==> src/inc/otp_burn_regs.svh <==
`ifndef OTP_BURN_REGS_SVH
`define OTP_BURN_REGS_SVH

// Device register addresses (14-bit address space)
`define ADDR_CFG_FIRST 14'h0015
`define ADDR_CFG_LAST 14'h001B
`define ADDR_CFG_PRE_ECC_LAST 14'h001A
`define ADDR_POWER_CHECK_FIRST 14'h0016
`define ADDR_ZERO_LOW 14'h0016
`define ADDR_ZERO_HIGH 14'h0017
`define ADDR_APP_CFG_A 14'h0018
`define ADDR_APP_CFG_B 14'h0019
`define ADDR_APP_CFG_C 14'h001A
`define ADDR_ECC_CTRL 14'h001B
`define ADDR_FAULT_FLAGS 14'h0001
`define ADDR_PROG_CTRL 14'h0003
`define ADDR_ANGLE_COMP 14'h3FFF
`define ADDR_ECC_SOURCE 14'h3FD0
`define ADDR_SHADOW_FIRST 14'h0015
`define ADDR_SHADOW_LAST 14'h001B

// Field positions
`define ECC_EN_BIT 7
`define ZERO_LOW_MSB 5
`define ZERO_HIGH_LSB 6
`define PROG_ACCESS_BIT 0
`define PROG_BURN_BIT 3
`define PROG_MARGIN_BIT 6
`define PROG_RELOAD_BIT 2

// Values
`define PROG_DONE_VALUE 16'h0001
`define SHADOW_CLEAR_VALUE 8'h00

// Timing
`define SCLK_HALF_CYCLES 4
`define CS_GAP_CYCLES 4

`endif

==> src/inc/otp_burn_pkg.sv <==
package otp_burn_pkg;
  typedef enum logic [1:0] {
    RES_IDLE,
    RES_BUSY,
    RES_PASS,
    RES_FAIL
  } result_t;
  typedef enum logic [1:0] {
    FAIL_NONE,
    FAIL_PRE_BURN,
    FAIL_GUARD_BAND,
    FAIL_POWER_ON
  } fail_t;
endpackage

==> src/logic/otp_burn_ecc_sequencer.sv <==
`timescale 1ns/10ps
// ===========================================================
// Functional notes
// - Enable protection, fetch checksum, write, program
// - Checksum write keeps protection enable bit set
// - Sequence starts after power cycle, writes settings
// - Zero angle split into low/high registers
// - Read back settings before protection setup
// - Enable, read key, write key, enable again
// - Read and compare all settings before burn
// - Set fuse access enable after match only
// - Start burn after fuse access enabled
// - Poll programming control until value one
// - Clear shadow memory with zeros after burn
// - Guard margin only for burn verification
// - Reload trigger refreshes settings from fuses
// - Post-refresh compare; mismatch means no reprogram
// - After power cycle, compare again
// - Second die programmed separately via its pins
`include "otp_burn_regs.svh"

module otp_burn_ecc_sequencer (
  input wire logic clk_sys,
  input wire logic reset_n,
  input wire logic start,
  input wire logic power_cycled,
  input wire logic die_sel,
  input wire logic [7:0] cfg_a,
  input wire logic [7:0] cfg_b,
  input wire logic [7:0] cfg_c,
  output logic power_cycle_req,
  output otp_burn_pkg::result_t result,
  output otp_burn_pkg::fail_t fail_code,
  output logic device_fault,
  output logic sclk_a,
  output logic cs_a_n,
  output logic mosi_a,
  input wire logic miso_a,
  output logic sclk_b,
  output logic cs_b_n,
  output logic mosi_b,
  input wire logic miso_b
);
  import otp_burn_pkg::*;

  // ===========================================================
  // Sequence states
  typedef enum logic [4:0] {
    S_IDLE, S_PWR1, S_WR_CFG, S_RD_ANGLE, S_WR_ZERO, S_RD_PRE,
    S_ECC_EN1, S_RD_KEY, S_WR_KEY, S_ECC_EN2, S_RD_CMP1, S_PROG_EN,
    S_BURN, S_POLL, S_CLEAR, S_MARGIN, S_RELOAD, S_RD_CMP2, S_PWR2,
    S_RD_CMP3, S_PASS, S_FAIL
  } seq_t;

  seq_t st_r;
  logic [2:0] idx_r;
  logic issued_r;
  logic [13:0] angle_r;
  logic [15:0] key_r;
  logic [7:0] exp_r [0:6];
  result_t result_r;
  fail_t fail_r;
  logic die_r;
  logic pwr_req_r;
  logic pc_s1_r, pc_s2_r;

  logic fm_start, fm_rd, fm_busy, fm_done, fm_fault;
  logic [13:0] fm_addr;
  logic [15:0] fm_wdata, fm_rdata;
  logic fm_sclk, fm_cs_n, fm_mosi;

  always_ff @(posedge clk_sys) begin
    pc_s1_r <= power_cycled;
    pc_s2_r <= pc_s1_r;
  end

  // ===========================================================
  // Access decode for each state
  wire [13:0] cfg_idx_addr = `ADDR_CFG_FIRST + 14'(idx_r);
  wire [7:0] cfg_val = (idx_r == 3'd0) ? cfg_a :
                       (idx_r == 3'd1) ? cfg_b : cfg_c;
  wire [7:0] zero_low = {2'b00, angle_r[`ZERO_LOW_MSB:0]};
  wire [7:0] zero_high = angle_r[13:`ZERO_HIGH_LSB];
  wire [7:0] ecc_en_val = 8'(1 << `ECC_EN_BIT);
  // Key written with enable kept high in the same word
  wire [7:0] key_val = key_r[7:0] | ecc_en_val;
  wire [7:0] rd_byte = fm_rdata[7:0];
  wire [2:0] cmp_idx = idx_r;
  wire cmp_ok = (rd_byte == exp_r[cmp_idx]);
  wire [2:0] last_cfg_idx = 3'(`ADDR_CFG_LAST - `ADDR_CFG_FIRST);
  wire [2:0] pre_last_idx = 3'(`ADDR_CFG_PRE_ECC_LAST - `ADDR_CFG_FIRST);
  wire [2:0] pwr_first_idx =
    3'(`ADDR_POWER_CHECK_FIRST - `ADDR_CFG_FIRST);

  always_comb begin
    fm_rd = 1'b1;
    fm_addr = `ADDR_CFG_FIRST;
    fm_wdata = 16'h0000;
    case (st_r)
      S_WR_CFG: begin
        fm_rd = 1'b0;
        fm_addr = `ADDR_APP_CFG_A + 14'(idx_r);
        fm_wdata = {8'h00, cfg_val};
      end
      S_RD_ANGLE: fm_addr = `ADDR_ANGLE_COMP;
      S_WR_ZERO: begin
        fm_rd = 1'b0;
        fm_addr = (idx_r == 3'd0) ? `ADDR_ZERO_LOW : `ADDR_ZERO_HIGH;
        fm_wdata = {8'h00, (idx_r == 3'd0) ? zero_low : zero_high};
      end
      S_RD_PRE, S_RD_CMP1, S_RD_CMP2, S_RD_CMP3: fm_addr = cfg_idx_addr;
      S_ECC_EN1, S_ECC_EN2: begin
        fm_rd = 1'b0;
        fm_addr = `ADDR_ECC_CTRL;
        fm_wdata = {8'h00, (st_r == S_ECC_EN1) ? ecc_en_val : key_val};
      end
      S_RD_KEY: fm_addr = `ADDR_ECC_SOURCE;
      S_WR_KEY: begin
        fm_rd = 1'b0;
        fm_addr = `ADDR_ECC_CTRL;
        fm_wdata = {8'h00, key_val};
      end
      S_PROG_EN: begin
        fm_rd = 1'b0;
        fm_addr = `ADDR_PROG_CTRL;
        fm_wdata = 16'(1 << `PROG_ACCESS_BIT);
      end
      S_BURN: begin
        fm_rd = 1'b0;
        fm_addr = `ADDR_PROG_CTRL;
        fm_wdata = 16'(1 << `PROG_BURN_BIT);
      end
      S_POLL: fm_addr = `ADDR_PROG_CTRL;
      S_CLEAR: begin
        fm_rd = 1'b0;
        fm_addr = cfg_idx_addr;
        fm_wdata = {8'h00, `SHADOW_CLEAR_VALUE};
      end
      S_MARGIN: begin
        fm_rd = 1'b0;
        fm_addr = `ADDR_PROG_CTRL;
        fm_wdata = 16'(1 << `PROG_MARGIN_BIT);
      end
      S_RELOAD: begin
        fm_rd = 1'b0;
        fm_addr = `ADDR_PROG_CTRL;
        fm_wdata = 16'(1 << `PROG_RELOAD_BIT);
      end
      default: begin
        fm_rd = 1'b1;
      end
    endcase
  end

  wire access_state = !(st_r == S_IDLE || st_r == S_PWR1 ||
                        st_r == S_PWR2 || st_r == S_PASS ||
                        st_r == S_FAIL);
  assign fm_start = access_state && !issued_r && !fm_busy;

  // ===========================================================
  // Sequencer
  always_ff @(posedge clk_sys) begin
    if (!reset_n) begin
      st_r <= S_IDLE;
      idx_r <= 3'd0;
      issued_r <= 1'b0;
      angle_r <= 14'h0000;
      key_r <= 16'h0000;
      result_r <= RES_IDLE;
      fail_r <= FAIL_NONE;
      die_r <= 1'b0;
      pwr_req_r <= 1'b0;
      for (int i = 0; i < 7; i++) begin
        exp_r[i] <= 8'h00;
      end
    end else begin
      if (fm_start) begin
        issued_r <= 1'b1;
      end
      if (fm_done) begin
        issued_r <= 1'b0;
      end
      case (st_r)
        S_IDLE: begin
          if (start) begin
            die_r <= die_sel;
            result_r <= RES_BUSY;
            fail_r <= FAIL_NONE;
            pwr_req_r <= 1'b1;
            st_r <= S_PWR1;
          end
        end
        S_PWR1: begin
          if (pc_s2_r) begin
            pwr_req_r <= 1'b0;
            idx_r <= 3'd0;
            st_r <= S_WR_CFG;
          end
        end
        S_WR_CFG: if (fm_done) begin
          exp_r[3'(idx_r + 3'd3)] <= cfg_val;
          idx_r <= idx_r + 3'd1;
          if (idx_r == 3'd2) begin
            idx_r <= 3'd0;
            st_r <= S_RD_ANGLE;
          end
        end
        S_RD_ANGLE: if (fm_done) begin
          angle_r <= fm_rdata[13:0];
          st_r <= S_WR_ZERO;
        end
        S_WR_ZERO: if (fm_done) begin
          exp_r[3'(idx_r + 3'd1)] <= fm_wdata[7:0];
          idx_r <= idx_r + 3'd1;
          if (idx_r == 3'd1) begin
            idx_r <= 3'd0;
            st_r <= S_RD_PRE;
          end
        end
        S_RD_PRE: if (fm_done) begin
          if (idx_r == 3'd0) begin
            exp_r[0] <= rd_byte;
          end
          idx_r <= idx_r + 3'd1;
          if (idx_r == pre_last_idx) begin
            st_r <= S_ECC_EN1;
          end
        end
        S_ECC_EN1: if (fm_done) st_r <= S_RD_KEY;
        S_RD_KEY: if (fm_done) begin
          key_r <= fm_rdata;
          st_r <= S_WR_KEY;
        end
        S_WR_KEY: if (fm_done) begin
          exp_r[6] <= key_val;
          st_r <= S_ECC_EN2;
        end
        S_ECC_EN2: if (fm_done) begin
          idx_r <= 3'd0;
          st_r <= S_RD_CMP1;
        end
        S_RD_CMP1: if (fm_done) begin
          idx_r <= idx_r + 3'd1;
          if (!cmp_ok) begin
            fail_r <= FAIL_PRE_BURN;
            st_r <= S_FAIL;
          end else if (idx_r == last_cfg_idx) begin
            st_r <= S_PROG_EN;
          end
        end
        S_PROG_EN: if (fm_done) st_r <= S_BURN;
        S_BURN: if (fm_done) st_r <= S_POLL;
        S_POLL: if (fm_done && fm_rdata == `PROG_DONE_VALUE) begin
          idx_r <= 3'd0;
          st_r <= S_CLEAR;
        end
        S_CLEAR: if (fm_done) begin
          idx_r <= idx_r + 3'd1;
          if (idx_r == last_cfg_idx) begin
            st_r <= S_MARGIN;
          end
        end
        S_MARGIN: if (fm_done) st_r <= S_RELOAD;
        S_RELOAD: if (fm_done) begin
          idx_r <= 3'd0;
          st_r <= S_RD_CMP2;
        end
        S_RD_CMP2: if (fm_done) begin
          idx_r <= idx_r + 3'd1;
          if (!cmp_ok) begin
            fail_r <= FAIL_GUARD_BAND;
            st_r <= S_FAIL;
          end else if (idx_r == last_cfg_idx) begin
            pwr_req_r <= 1'b1;
            st_r <= S_PWR2;
          end
        end
        S_PWR2: if (pc_s2_r) begin
          pwr_req_r <= 1'b0;
          idx_r <= pwr_first_idx;
          st_r <= S_RD_CMP3;
        end
        S_RD_CMP3: if (fm_done) begin
          idx_r <= idx_r + 3'd1;
          if (!cmp_ok) begin
            fail_r <= FAIL_POWER_ON;
            st_r <= S_FAIL;
          end else if (idx_r == last_cfg_idx) begin
            st_r <= S_PASS;
          end
        end
        S_PASS: begin
          result_r <= RES_PASS;
          st_r <= S_IDLE;
        end
        S_FAIL: begin
          result_r <= RES_FAIL;
          st_r <= S_IDLE;
        end
        default: st_r <= S_IDLE;
      endcase
    end
  end

  // ===========================================================
  // Serial engine, steered to the selected die
  wire miso_sel = die_r ? miso_b : miso_a;

  serial_frame_master u_frame (
    .clk_sys(clk_sys),
    .reset_n(reset_n),
    .start(fm_start),
    .rd(fm_rd),
    .addr(fm_addr),
    .wdata(fm_wdata),
    .busy(fm_busy),
    .done(fm_done),
    .rdata(fm_rdata),
    .fault_seen(fm_fault),
    .sclk(fm_sclk),
    .cs_n(fm_cs_n),
    .mosi(fm_mosi),
    .miso(miso_sel)
  );

  // Unselected die sees an idle bus
  assign sclk_a = die_r ? 1'b0 : fm_sclk;
  assign cs_a_n = die_r ? 1'b1 : fm_cs_n;
  assign mosi_a = die_r ? 1'b0 : fm_mosi;
  assign sclk_b = die_r ? fm_sclk : 1'b0;
  assign cs_b_n = die_r ? fm_cs_n : 1'b1;
  assign mosi_b = die_r ? fm_mosi : 1'b0;
  assign power_cycle_req = pwr_req_r;
  assign result = result_r;
  assign fail_code = fail_r;
  assign device_fault = fm_fault;
endmodule // otp_burn_ecc_sequencer

==> src/logic/serial_frame_master.sv <==
`timescale 1ns/10ps
// One 16-bit command plus one 16-bit data frame per access, mode 1.
// The device clock is made here by a divider of the system clock.
`include "otp_burn_regs.svh"

module serial_frame_master (
  input wire logic clk_sys,
  input wire logic reset_n,
  input wire logic start,
  input wire logic rd,
  input wire logic [13:0] addr,
  input wire logic [15:0] wdata,
  output logic busy,
  output logic done,
  output logic [15:0] rdata,
  output logic fault_seen,
  output logic sclk,
  output logic cs_n,
  output logic mosi,
  input wire logic miso
);
  typedef enum logic [1:0] {F_IDLE, F_SHIFT, F_GAP} fstate_t;
  fstate_t st_r;
  logic [5:0] bit_r;
  logic [3:0] div_r;
  logic [31:0] sh_r;
  logic [15:0] rx_r;
  logic miso_s1_r, miso_s2_r;
  logic sclk_r, done_r, fault_r;
  logic [15:0] rdata_r;

  wire half_tick = (div_r == 4'(`SCLK_HALF_CYCLES - 1));
  wire gap_end = (div_r == 4'(`CS_GAP_CYCLES - 1));
  wire [15:0] cmd_word = {~^{rd, addr}, rd, addr};

  always_ff @(posedge clk_sys) begin
    miso_s1_r <= miso;
    miso_s2_r <= miso_s1_r;
  end

  always_ff @(posedge clk_sys) begin
    if (!reset_n) begin
      st_r <= F_IDLE;
      bit_r <= 6'h00;
      div_r <= 4'h0;
      sh_r <= 32'h0000_0000;
      rx_r <= 16'h0000;
      sclk_r <= 1'b0;
      done_r <= 1'b0;
      fault_r <= 1'b0;
      rdata_r <= 16'h0000;
    end else begin
      done_r <= 1'b0;
      case (st_r)
        F_IDLE: begin
          div_r <= 4'h0;
          if (start) begin
            sh_r <= {cmd_word, rd ? 16'h0000 : wdata};
            bit_r <= 6'h00;
            st_r <= F_SHIFT;
          end
        end
        F_SHIFT: begin
          div_r <= half_tick ? 4'h0 : div_r + 4'h1;
          if (half_tick && bit_r == 6'h20) begin
            // A low half period after the last fall keeps select from
            // rising on the same edge at which the device takes a bit
            st_r <= F_GAP;
          end else if (half_tick) begin
            sclk_r <= ~sclk_r;
            if (sclk_r) begin
              // Falling edge: the device has shifted, we sample
              rx_r <= {rx_r[14:0], miso_s2_r};
              bit_r <= bit_r + 6'h01;
            end else if (bit_r != 6'h00) begin
              // Rising edge: next bit out, so it is stable at the fall
              sh_r <= {sh_r[30:0], 1'b0};
            end
          end
        end
        F_GAP: begin
          div_r <= gap_end ? 4'h0 : div_r + 4'h1;
          if (gap_end) begin
            rdata_r <= rx_r;
            done_r <= 1'b1;
            st_r <= F_IDLE;
          end
          // Error flag rides in bit 14 of the response word
          if (gap_end && rx_r[14]) begin
            fault_r <= 1'b1;
          end
        end
        default: st_r <= F_IDLE;
      endcase
    end
  end

  assign busy = (st_r != F_IDLE);
  assign done = done_r;
  assign rdata = rdata_r;
  assign fault_seen = fault_r;
  assign sclk = sclk_r;
  assign cs_n = (st_r != F_SHIFT);
  assign mosi = sh_r[31];
endmodule // serial_frame_master
==> config.mk <==
export PLATFORM = sky130hd
export DESIGN_NAME = otp_burn_ecc_sequencer
export DESIGN_NICKNAME = d
export VERILOG_FILES = /design/src/inc/otp_burn_pkg.sv /design/src/logic/otp_burn_ecc_sequencer.sv /design/src/logic/serial_frame_master.sv
export VERILOG_INCLUDE_DIRS = /design/src /design/src/inc
export SDC_FILE = /design/constraint.sdc
export NUM_CORES = 1
export LEC_CHECK = 0
export BUFFER_PORTS_ARGS = -buffer_cell sky130_fd_sc_hd__buf_2
export CAP_MARGIN = 20
export CORE_UTILIZATION = 64
export CTS_BUF_LIST = sky130_fd_sc_hd__clkbuf_8
export DETAILED_ROUTE_END_ITERATION = 10
export GPL_TIMING_DRIVEN = 0
export PLACE_DENSITY = 0.83
export SYNTH_ARGS = -nofsm -noshare
export SYNTH_HDL_FRONTEND = slang
export SYNTH_SLANG_ARGS = --single-unit
==> constraint.sdc <==
create_clock -name clk_sys -period 3.3 [get_ports clk_sys]
set_input_delay 0.495 -clock clk_sys [delete_from_list [all_inputs] [get_ports clk_sys]]
set_output_delay 0.495 -clock clk_sys [all_outputs]
set_load 0.01 [all_outputs]
# Word level (Yosys, flattened, before mapping)
# Memories as Yosys holds them, arrays and structs flattened. A register that Yosys moved wholly into a read port is not among the register bits.
# Index checks and enable logic that the tools add are counted.
classes:
  addsub: 6
  n_eq_ne: 75
  muxes: 117
  n_bitwise: 5
  n_reduce_logical: 51
op_table:
  columns: ["op", "count"]
  rows:
  - ["$mux 32", 5]
  - ["$mux 5", 30]
  - ["$pmux 5 s20", 1]
  - ["$pmux 14 s7", 1]
  - ["$mux 8", 8]
  - ["$pmux 32 s2", 1]
  - ["$pmux 8 s8", 1]
  - ["$ne 2x1->1 const B", 25]
  - ["$eq 5x4->1 const B", 8]
  - ["$mux 3", 13]
  - ["$mux 1", 33]
  - ["$ne 2x2->1 const B", 16]
  - ["$eq 5x5->1 const B", 6]
  - ["$reduce_and 27->1", 1]
  - ["$mux 6", 4]
  - ["$mux 2", 11]
  - ["$pmux 3 s7", 1]
  - ["$eq 5x3->1 const B", 4]
  - ["$eq 16x1->1 const B", 1]
  - ["$reduce_and 8->1", 2]
  - ["$reduce_or 8->1", 2]
  - ["$reduce_xnor 15->1", 1]
  - ["$reduce_and 2->1", 7]
  - ["$add 5x3->6 const A", 2]
  - ["43 further kinds", 70]
word_totals:
  regBits: 119
  mem_bits_rw: 56
  inputBits: 31
  out_inout_bits: 12
  n_memories: 1
mem_list:
  columns: ["name", "depth", "width", "rd", "rd_ports_with_merged_regs", "wr", "line_no", "source"]
  rows:
  - ["exp_r", 7, 8, 1, 1, 7, "otp_burn_ecc_sequencer.sv:60", "logic [7:0] exp_r [0:6];"]

# Longest topological paths before layout
# Gate-level depths: netlist of the first run.
depth:
  ltp_word: 10
  mapped_depth: 12

# By module
# Synthesis of the first run repeated with hierarchy kept, for this count alone.
unflattened:
  cells_unflattened: 1043
  area_unflattened_um2: 9755.6
by_module_without_submodules:
  columns: ["mod", "n_inst", "cells_each", "area_each_um2", "seq_area_each_um2"]
  rows:
  - ["otp_burn_ecc_sequencer", 1, 664, 6094.6, 2742.6]
  - ["serial_frame_master", 1, 379, 3661.0, 1621.6]

# Worst setup path after synthesis of the first run
# No wires, ideal clock.
synth_path:
  path_kind: "register -> register"
  startpoint: "register idx_r[0] (netlist: cmp_idx[0])"
  endpoint: "memory exp_r[5][7] (data pin)"
  setup_ps: 286
  arrival_time_ps: 2533
  slack_ps: 481
  stages_incl_launch_ff: 11
  period_less_slack_ps: 2819
  cell_sequence: "dfxtp_1 ha_1 nor2b_1 clkbuf_1 mux2i_1 nor2_1 a21oi_1 nor2_1 a211o_1 a221oi_1 inv_1"
synth_lines:
  columns: ["item", "line_no", "source"]
  rows:
  - ["start: declaration", "otp_burn_ecc_sequencer.sv:56", "logic [2:0] idx_r;"]
  - ["start signal: assignment", "otp_burn_ecc_sequencer.sv:202", "idx_r <= idx_r + 3'd1;"]
  - ["start signal: assignment", "otp_burn_ecc_sequencer.sv:214", "idx_r <= idx_r + 3'd1;"]
  - ["start signal: assignment", "otp_burn_ecc_sequencer.sv:224", "idx_r <= idx_r + 3'd1;"]
  - ["end: declaration", "otp_burn_ecc_sequencer.sv:60", null]

==> results.cfg, run 1 <==
[outcome]
status = finished, final reports clean

[worst_setup_path]
r2r_end = exp_r[4][3]
cp.arrival_ns = 3.37
criticalPathCategory = reg2reg
cp_cell_sequence = clkbuf_1, or3b_2, nor2_1, nand3_2, o22ai_1, o21ai_0, nand2b_1, buf_2, nand2b_1, buf_2, nand2_2
end_kind = flip-flop
required_ns = 3.44
worstPathMaxFanout = 10
slowest_stage = or3b_2
r2r_start = st_r[4]
reg2regPathDepth = 11
slowest_delay_ns = 0.64
critPathLaunchType = flip-flop
r2r_slack_ns = 0.07

[clocking]
path_clk_slew_ns = 0.10
clk_latency_ns = 0.48
cts_buffers = 17
cts-root-buf = clkbuf_8
h-tree-depth = 4
clock_sinks = 186
cts_tree = yes
clk_path_buf_depth = 2

[grt]
grt_usage_pct = 37.3
overflow = 0
grt_pass1_wl_um = 41500
grt_pass1_vias = 7585
antenna_found_initial = 0
grt_max_degree = 20

[detailed_routing]
met1_length_um = 11000
vias = 8336
routed.top_layer = met4
routed-wl-met3_um = 3110
drt_iter0_drc = 1120
drt-total-wl_um = 27100
via_per_inst = 6.47
postRouteAntennaNets = 0
firstDrtPassIters = 5
drc_errors = 0
wl_met2_um = 11900
avgRoutedWirePerCell_um = 21.0

[min_path]
holdPathEnd = pc_s1_r
hold_start = power_cycled
whs_path_depth = 1
worstHoldPathType = in2reg

[floorplan]
io_pins = 43
core_sq_um = 14000
start_util_pct = 66.5
die_w_um = 123
rows = 43
die_h_um = 123
dieArea_sq_um = 15100

[placement]
placed_area_sq_um = 9770
place_inst = 1255
io_buffers = 42
hpwl_um = 19000
gp_congestion = 1.00

[power_and_ir_drop]
cellPowerDensity_nw_per_um2 = 650
irDropWorstVdd_mv = 0.544
leakagePower_nw = 4.03

[synthesis]
synth_edf_count = 64
synthCells = 1032
yosysWarnings = 0
syn-num-nets = 1075
ys_seq_area_share_pct = 46.8
ys.flop_type = dfxtp_1
netlist_area_sq_um = 9330
synthArstFlopShare_pct = 0
ys_ff_latch = 186
synth_area_per_cell_sq_um = 9.04
yosysUniqueCellTypes = 68

[timing]
finalSetupViolCount = 0
fin_crit_sh_pct = 98.0
finClkSkew_ns = 0.0172
max_freq_mhz = 309
final.setup.tns_ns = 0
tightest_slew_ns = 1.03
slew_violations = 0
slew_headroom_pct = 30.8
finalHoldViolations = 0
fin_crit_ns = 3.23

[layout]
fillers = 1038
drive_above_1_share_pct = 13.3
final_common_cell = nor2_1
seq_area_sq_um = 4360
syn_to_final_growth_pct = 12.1
mostFrequentLayoutCells = nor2_1 (162), nand2_1 (123), dfxtp_1 (122)
instances_no_fill = 1289
multi_input_area_sq_um = 4790
antennaDiodeCount = 0
design_area_sq_um = 10500
num-nets-final = 1139

[job]
maxCapViolCount = 0
-- registers in the layout, summed over array words and instances, names as in the netlist, named ones only --
register	cells
u_frame.miso_s2_r	1
fail_code	2
cmp_idx	3
issued_r	1
result	2
u_frame.done	1
u_frame.miso_s1_r	1
u_frame.sclk	1
power_cycle_req	1
pc_s1_r	1
u_frame.fault_seen	1
u_frame.bit_r	6
angle_r	14
u_frame.st_r	2
key_r	7
st_r	5
u_frame.div_r	4
u_frame.rdata	16
u_frame.sh_r	32
u_frame.rx_r	16
die_r	1
pc_s2_r	1
exp_r	64
-- layer usage --
| metal | vias up | GRT usage [%] |
|---|---|---|
| met1 | 3952 | 50.8 |
| met5 | - | 0 |
| met2 | 512 | 56.4 |
| met4 | 0 | 15.9 |
| met3 | 84 | 9.43 |
| li1 | 3788 | - |
-- worst max-delay path by stage --
stage,start,end,depth (start not counted)
final,st_r[4],exp_r[4][3],11
after global routing,st_r[4],exp_r[4][6],11
after CTS,cmp_idx[0],exp_r[5][5],11
after detailed placement,cmp_idx[0],exp_r[6][4],10
after global placement,cmp_idx[0],exp_r[6][4],10
after floorplan,cmp_idx[0],exp_r[5][7],10
-- cells by family after synthesis --
family | count (synthesis) | synth area share, %
XOR/XNOR | 19 | 1.78
multiplexers | 82 | 10.6
AO/OA/AOI/OAI | 212 | 14.4
flip-flops | 186 | 46.8
buffers and inverters | 95 | 4.16
adder cells (fa/ha/maj) | 12 | 1.61
AND/OR/NAND/NOR | 426 | 20.6
-- metrics by stage --
stage / hold slack, ns / util, % / setup WS (ns) / power (mW)
2_1_floorplan: 0.310 / - / 0.481 / 4.34
3_3_place_gp: 0.311 / 69.6 / -0.650 / 4.94
3_5_place_dp: 0.315 / 69.6 / -0.633 / 4.97
4_1_cts: 0.111 / 73.4 / 0.00668 / 6.67
5_1_grt: 0.103 / 74.5 / -0.0288 / 7.10
6_report: 0.121 / 74.5 / 0.0673 / 6.80
-- synthesized netlist by cell type, types with 16 or more instances --
master    number  area (sq um)
nor3_1        23           115
nand2b_1      20           125
edfxtp_1      64          1920
o21ai_0       30           150
a21oi_1       90           450
dfxtp_1      122          2440
nor2b_1       16           100
mux2i_1       68           681
nand3_1       27           135
nor2_1       162           608
inv_1         23          86.3
a211oi_1      21           158
clkbuf_1      49           184
nand2_1      130           488
-- power breakdown --
group / leakage [nW] / internal (mW) / total (mW) / switching (mW)
Clock: 0.226 / 0.796 / 1.73 / 0.931
Combinational: 2.18 / 0.845 / 2.44 / 1.59
Sequential: 1.62 / 2.53 / 2.64 / 0.110
-- final cells by class --
cell class | instances | share of cell area [%]
clock buffers | 17 | 2.24
repair buffers | 46 | 2.27
clock inverters | 15 | 2.07
well taps | 180 | 2.15
flip-flops and latches | 186 | 41.7
plain buffers | 70 | 2.96
multi-input cells | 751 | 45.8
inverters | 24 | 0.861
-- critical path: cells and delay by family, from the launching register on --
family	cells	cell delay [ns]
buf+inv	3	0.67
compound gates	2	0.33
flops	1	0.31
simple gates	6	1.58
-- what timing repair did --
| action | in CTS | in global routing |
|---|---|---|
| endpoints found under the setup margin | 120 | 144 |
| gates cloned | 0 | 0 |
| hold buffers | 0 | 0 |
| resized for setup | 21 | 38 |
| setup buffers | 0 | 3 |
| pin swaps | 0 | 3 |
No activity file was read; power rests on OpenSTA's default activity.
==> run 2, diff against run 1 <==
- clock period: 3.3 -> 3.55 ns (I/O delays scaled with it)
==> run 2 against run 1 <==
  * Combinational power down 8%
  * Via count down 1.4%
  * Wire length down 1.3%
  * Non-clock buffer count down 2
  * Largest power group unchanged
  * Critical path depth down 1
  * Highest routed layer unchanged
  * Global-route usage about the same
  * Flip-flop and latch count unchanged
  * Register-to-register slack better by 0.02 ns
==> results.cfg, run 2 (same netlist as run 1, synthesis figures left out) <==
[outcome]
status = finished, final reports clean

[layout]
regMostFlops = exp_r
final_common_cell = nor2_1
reg_top3 = exp_r x64, u_frame.sh_r x32
fillers = 1057
seq_area_sq_um = 4360
largest_reg_flops = 64
syn_to_final_growth_pct = 10.5
antennaDiodeCount = 0
design_area_sq_um = 10300
drive_above_1_share_pct = 11.5
multi_input_area_sq_um = 4660
num-nets-final = 1137
final_util_pct = 73.4
mostFrequentLayoutCells = nor2_1 (162), nand2_1 (127), dfxtp_1 (122)

[clocking]
cts_setup_buffers = 0
clk_latency_ns = 0.48
cts-root-buf = clkbuf_8
ctsHoldBuffers = 0
h-tree-depth = 4
clock_sinks = 186
path_clk_slew_ns = 0.10
cts_tree = yes
clk_path_buf_depth = 2
cts_resized = 10
cts_buffers = 17

[detailed_routing]
vias = 8220
drt_iter0_drc = 1038
drc_errors = 0
avgRoutedWirePerCell_um = 20.8
drt-total-wl_um = 26700
via_per_inst = 6.39
postRouteAntennaNets = 0
firstDrtPassIters = 5

[worst_setup_path]
end_kind = flip-flop
criticalPathCategory = reg2reg
worstPathMaxFanout = 10
r2r_start = cmp_idx[0]
r2r_slack_ns = 0.09
slowest_delay_ns = 0.65
slowest_stage = a221oi_2
reg2regPathDepth = 10
cp.arrival_ns = 3.67
critPathLaunchType = flip-flop
r2r_end = exp_r[4][6]
cpMostUsedCell = nor2_1
required_ns = 3.76
cp_cell_sequence = inv_1, ha_1, nor2b_1, clkbuf_1, clkbuf_2, nor2_1, a21oi_1, o21ai_0, a221oi_2, nor2_1

[min_path]
whs_path_depth = 1
hold_start = power_cycled
worstHoldPathType = in2reg
holdPathEnd = pc_s1_r

[placement]
gp_congestion = 1.00
hpwl_um = 19000
placed_area_sq_um = 9770
io_buffers = 42
pre_cts_slack_ns = -0.383

[timing]
tightest_slew_ns = 1.02
fin_crit_ns = 3.46
finClkSkew_ns = 0.0185
slew_headroom_pct = 31.3
fin_crit_sh_pct = 97.4
rsz0062_at_grt = true
finalHoldViolations = 0
max_freq_mhz = 289
final.setup.tns_ns = 0
finalSetupViolCount = 0
slew_violations = 0
setup_ws_ns = 0.0917

[floorplan]
core_sq_um = 14000
rows = 43
dieArea_sq_um = 15100
die_w_um = 123
io_pins = 43
start_util_pct = 66.5
die_h_um = 123

[grt]
antenna_found_initial = 0
top_usage_layer = met2
met3_usage_pct = 9.80
use_met1_pct = 50.6
gr-usage-met2_pct = 56.3
grt_pass1_wl_um = 41400
grt_max_degree = 20
overflow = 0
grt_usage_pct = 37.3
grt_pass1_vias = 7588

[power_and_ir_drop]
power_mw = 6.29
cellPowerDensity_nw_per_um2 = 610
leakagePower_nw = 3.96
irDropWorstVdd_mv = 0.506

[job]
maxCapViolCount = 0
run 2: how the worst max path moves through the flow:
stage,start,endpoint,slack [ns],cells after the start
floorplan,cmp_idx[0],exp_r[5][7],0.73,10
global placement,cmp_idx[0],exp_r[6][4],-0.40,10
detailed placement,cmp_idx[0],exp_r[6][4],-0.38,10
CTS,cmp_idx[0],exp_r[7][7],0.02,10
global route,cmp_idx[0],exp_r[7][6],-0.04,10
finish,cmp_idx[0],exp_r[4][6],0.09,10
run 2: area by class of cell:
class | instances | area share (%)
clock buffer | 17 | 2.27
sequential | 186 | 42.3
buffer | 71 | 2.92
tap | 180 | 2.18
clock inverter | 15 | 2.10
multi-input combinational | 751 | 45.2
inverter | 24 | 0.874
timing repair buffer | 43 | 2.09
run 2: through the flow:
stage          hold slack [ns]  std cells
2_1_floorplan            0.310       1032
3_3_place_gp             0.311       1254
3_5_place_dp             0.315       1255
4_1_cts                  0.148       1287
5_1_grt                  0.140       1287
6_report                 0.159       1287
run 2: where the power goes:
part	switching (mW)	internal, mW
Combinational	1.48	0.769
Clock	0.862	0.740
Sequential	0.0911	2.35
run 2: routing by layer:
| metal | vias to the layer above | share of wire, % |
|---|---|---|
| met2 | 489 | 44 |
| met5 | - | 0 |
| met3 | 82 | 11 |
| li1 | 3782 | - |
| met4 | 0 | 3.8 |
| met1 | 3867 | 41 |
run 2: critical path: cells and delay by family, from the launching register on:
family          cells  cell delay [ns]
buf+inv             3             0.90
fa+ha+maj           1             0.21
simple gates        3             0.35
flops               1             0.42
compound gates      3             1.31
==> run 3, diff against run 2 <==
- BUFFER_PORTS_ARGS: -buffer_cell sky130_fd_sc_hd__buf_2 -> unset
- CORE_UTILIZATION: 64 -> 65
- DONT_BUFFER_PORTS: unset -> 1
- PLACE_DENSITY: 0.83 -> 0.81
==> run 3 against run 2 <==
  * Non-clock buffer count fell by 43
  * Largest power group unchanged
  * Critical endpoint is now exp_r[6][6]
  * Highest routed layer unchanged
  * First-iteration DRC count fell by 19%
  * Combinational power fell by 2%
==> results.cfg, run 3 (same netlist as run 1, synthesis figures left out) <==
[detailed_routing]
postRouteAntennaNets = 0
drt-total-wl_um = 25600
firstDrtPassIters = 5
drc_errors = 0
via_per_inst = 6.42
vias = 7990
avgRoutedWirePerCell_um = 20.6
drt_iter0_drc = 840

[power_and_ir_drop]
leakagePower_nw = 3.77
irDropWorstVdd_mv = 0.491
cellPowerDensity_nw_per_um2 = 607
power_mw = 6.13

[worst_setup_path]
slowest_stage = a221oi_4
cp_top_family = compound AO/OA/AOI/OAI gates
cp.arrival_ns = 3.62
required_ns = 3.75
end_kind = flip-flop
worstPathMaxFanout = 10
critPathLaunchType = flip-flop
slowest_delay_ns = 0.53
criticalPathCategory = reg2reg
critPathBufInv = 3
cp_cell_sequence = inv_1, ha_1, nor2b_1, clkbuf_1, buf_2, nor2_1, a21oi_1, o21ai_0, a221oi_4, nand2_1

[placement]
pre_cts_slack_ns = -0.348
gp_congestion = 1.03
io_buffers = 0
placed_area_sq_um = 9570
hpwl_um = 18400

[clocking]
cts-root-buf = clkbuf_8
clock_sinks = 186
cts_buffers = 17
cts_setup_buffers = 0
h-tree-depth = 4
clk_latency_ns = 0.49
path_clk_slew_ns = 0.09
cts_tree = yes
clk_path_buf_depth = 2

[timing]
finalSetupViolCount = 0
slew_headroom_pct = 28.8
holdWs_ns = 0.0662
final.setup.tns_ns = 0
slew_violations = 0
fin_crit_sh_pct = 96.3
fin_crit_ns = 3.42
finClkSkew_ns = 0.0229
setup_ws_ns = 0.133
finalHoldViolations = 0
max_freq_mhz = 293
tightest_slew_ns = 1.07

[grt]
grt_pass1_wl_um = 39200
antenna_found_initial = 0
grt_pass1_vias = 7267
grt_max_degree = 18
overflow = 0
grt_usage_pct = 35.7

[floorplan]
start_util_pct = 67.0
die_h_um = 122
rows = 43
io_pins = 43
core_sq_um = 13900
die_w_um = 122
dieArea_sq_um = 14800

[layout]
regMostFlops = exp_r
num-nets-final = 1094
largest_reg_flops = 64
drive_above_1_share_pct = 8.18
design_area_sq_um = 10100
fillers = 1041
seq_area_sq_um = 4360
final_common_cell = nor2_1
mostFrequentLayoutCells = nor2_1 (162), nand2_1 (125), dfxtp_1 (122)
syn_to_final_growth_pct = 8.18
multi_input_area_sq_um = 4700
reg_top3 = exp_r x64, u_frame.sh_r x32
antennaDiodeCount = 0

[outcome]
status = finished, final reports clean

[job]
maxCapViolCount = 0

[min_path]
worstHoldPathType = in2reg
[run 3: stage by stage]
stage,utilization (%),std cells
2_1_floorplan,-,1032
3_3_place_gp,68.6,1212
3_5_place_dp,68.6,1212
4_1_cts,72.0,1244
5_1_grt,72.5,1244
6_report,72.5,1244
[run 3: worst reg2reg max path, stage by stage (launching register included)]
cell and delay (ns):
dfxtp_1 0.43, inv_1 0.22, ha_1 0.19, nor2b_1 0.15
clkbuf_1 0.39, buf_2 0.40, nor2_1 0.10, a21oi_1 0.29
o21ai_0 0.32, a221oi_4 0.53, nand2_1 0.13
[run 3: path summary, 6_finish.rpt]
path	start	endpoint	slack, ns	cells past startpoint
worst min-delay path	power_cycled	pc_s1_r	0.07	0
worst min register to register	pc_s1_r	pc_s2_r	0.34	0
worst max register to register	cmp_idx[0]	exp_r[6][6]	0.13	10
worst max-delay path	cmp_idx[0]	exp_r[6][6]	0.13	10
[run 3: metal layers]
layer  global-route usage (%)  share of wire, %  vias to the layer above
met4                     16.0               3.5                        0
met5                        0                 0                        -
li1                         -                 -                     3711
met3                     9.83                11                       74
met1                     47.5                41                     3764
met2                     54.3                45                      441
[run 3: final cells by class]
type                       count  area share, %
buffer                        71           3.00
clock buffer                  21           2.86
clock inverter                11           1.28
inverter                      24          0.892
multi-input combinational    751           46.5
sequential                   186           43.2
tap                          180           2.23
[run 3: where the power goes]
part           total, mW  internal (mW)  switching [mW]
clock network       1.48          0.656           0.825
registers           2.44           2.35          0.0968
logic               2.21          0.748            1.46
[run 3: repair_timing]
action	CTS	global route
hold buffers	0	0
endpoints found under the setup margin	104	104
gates resized for setup	10	17
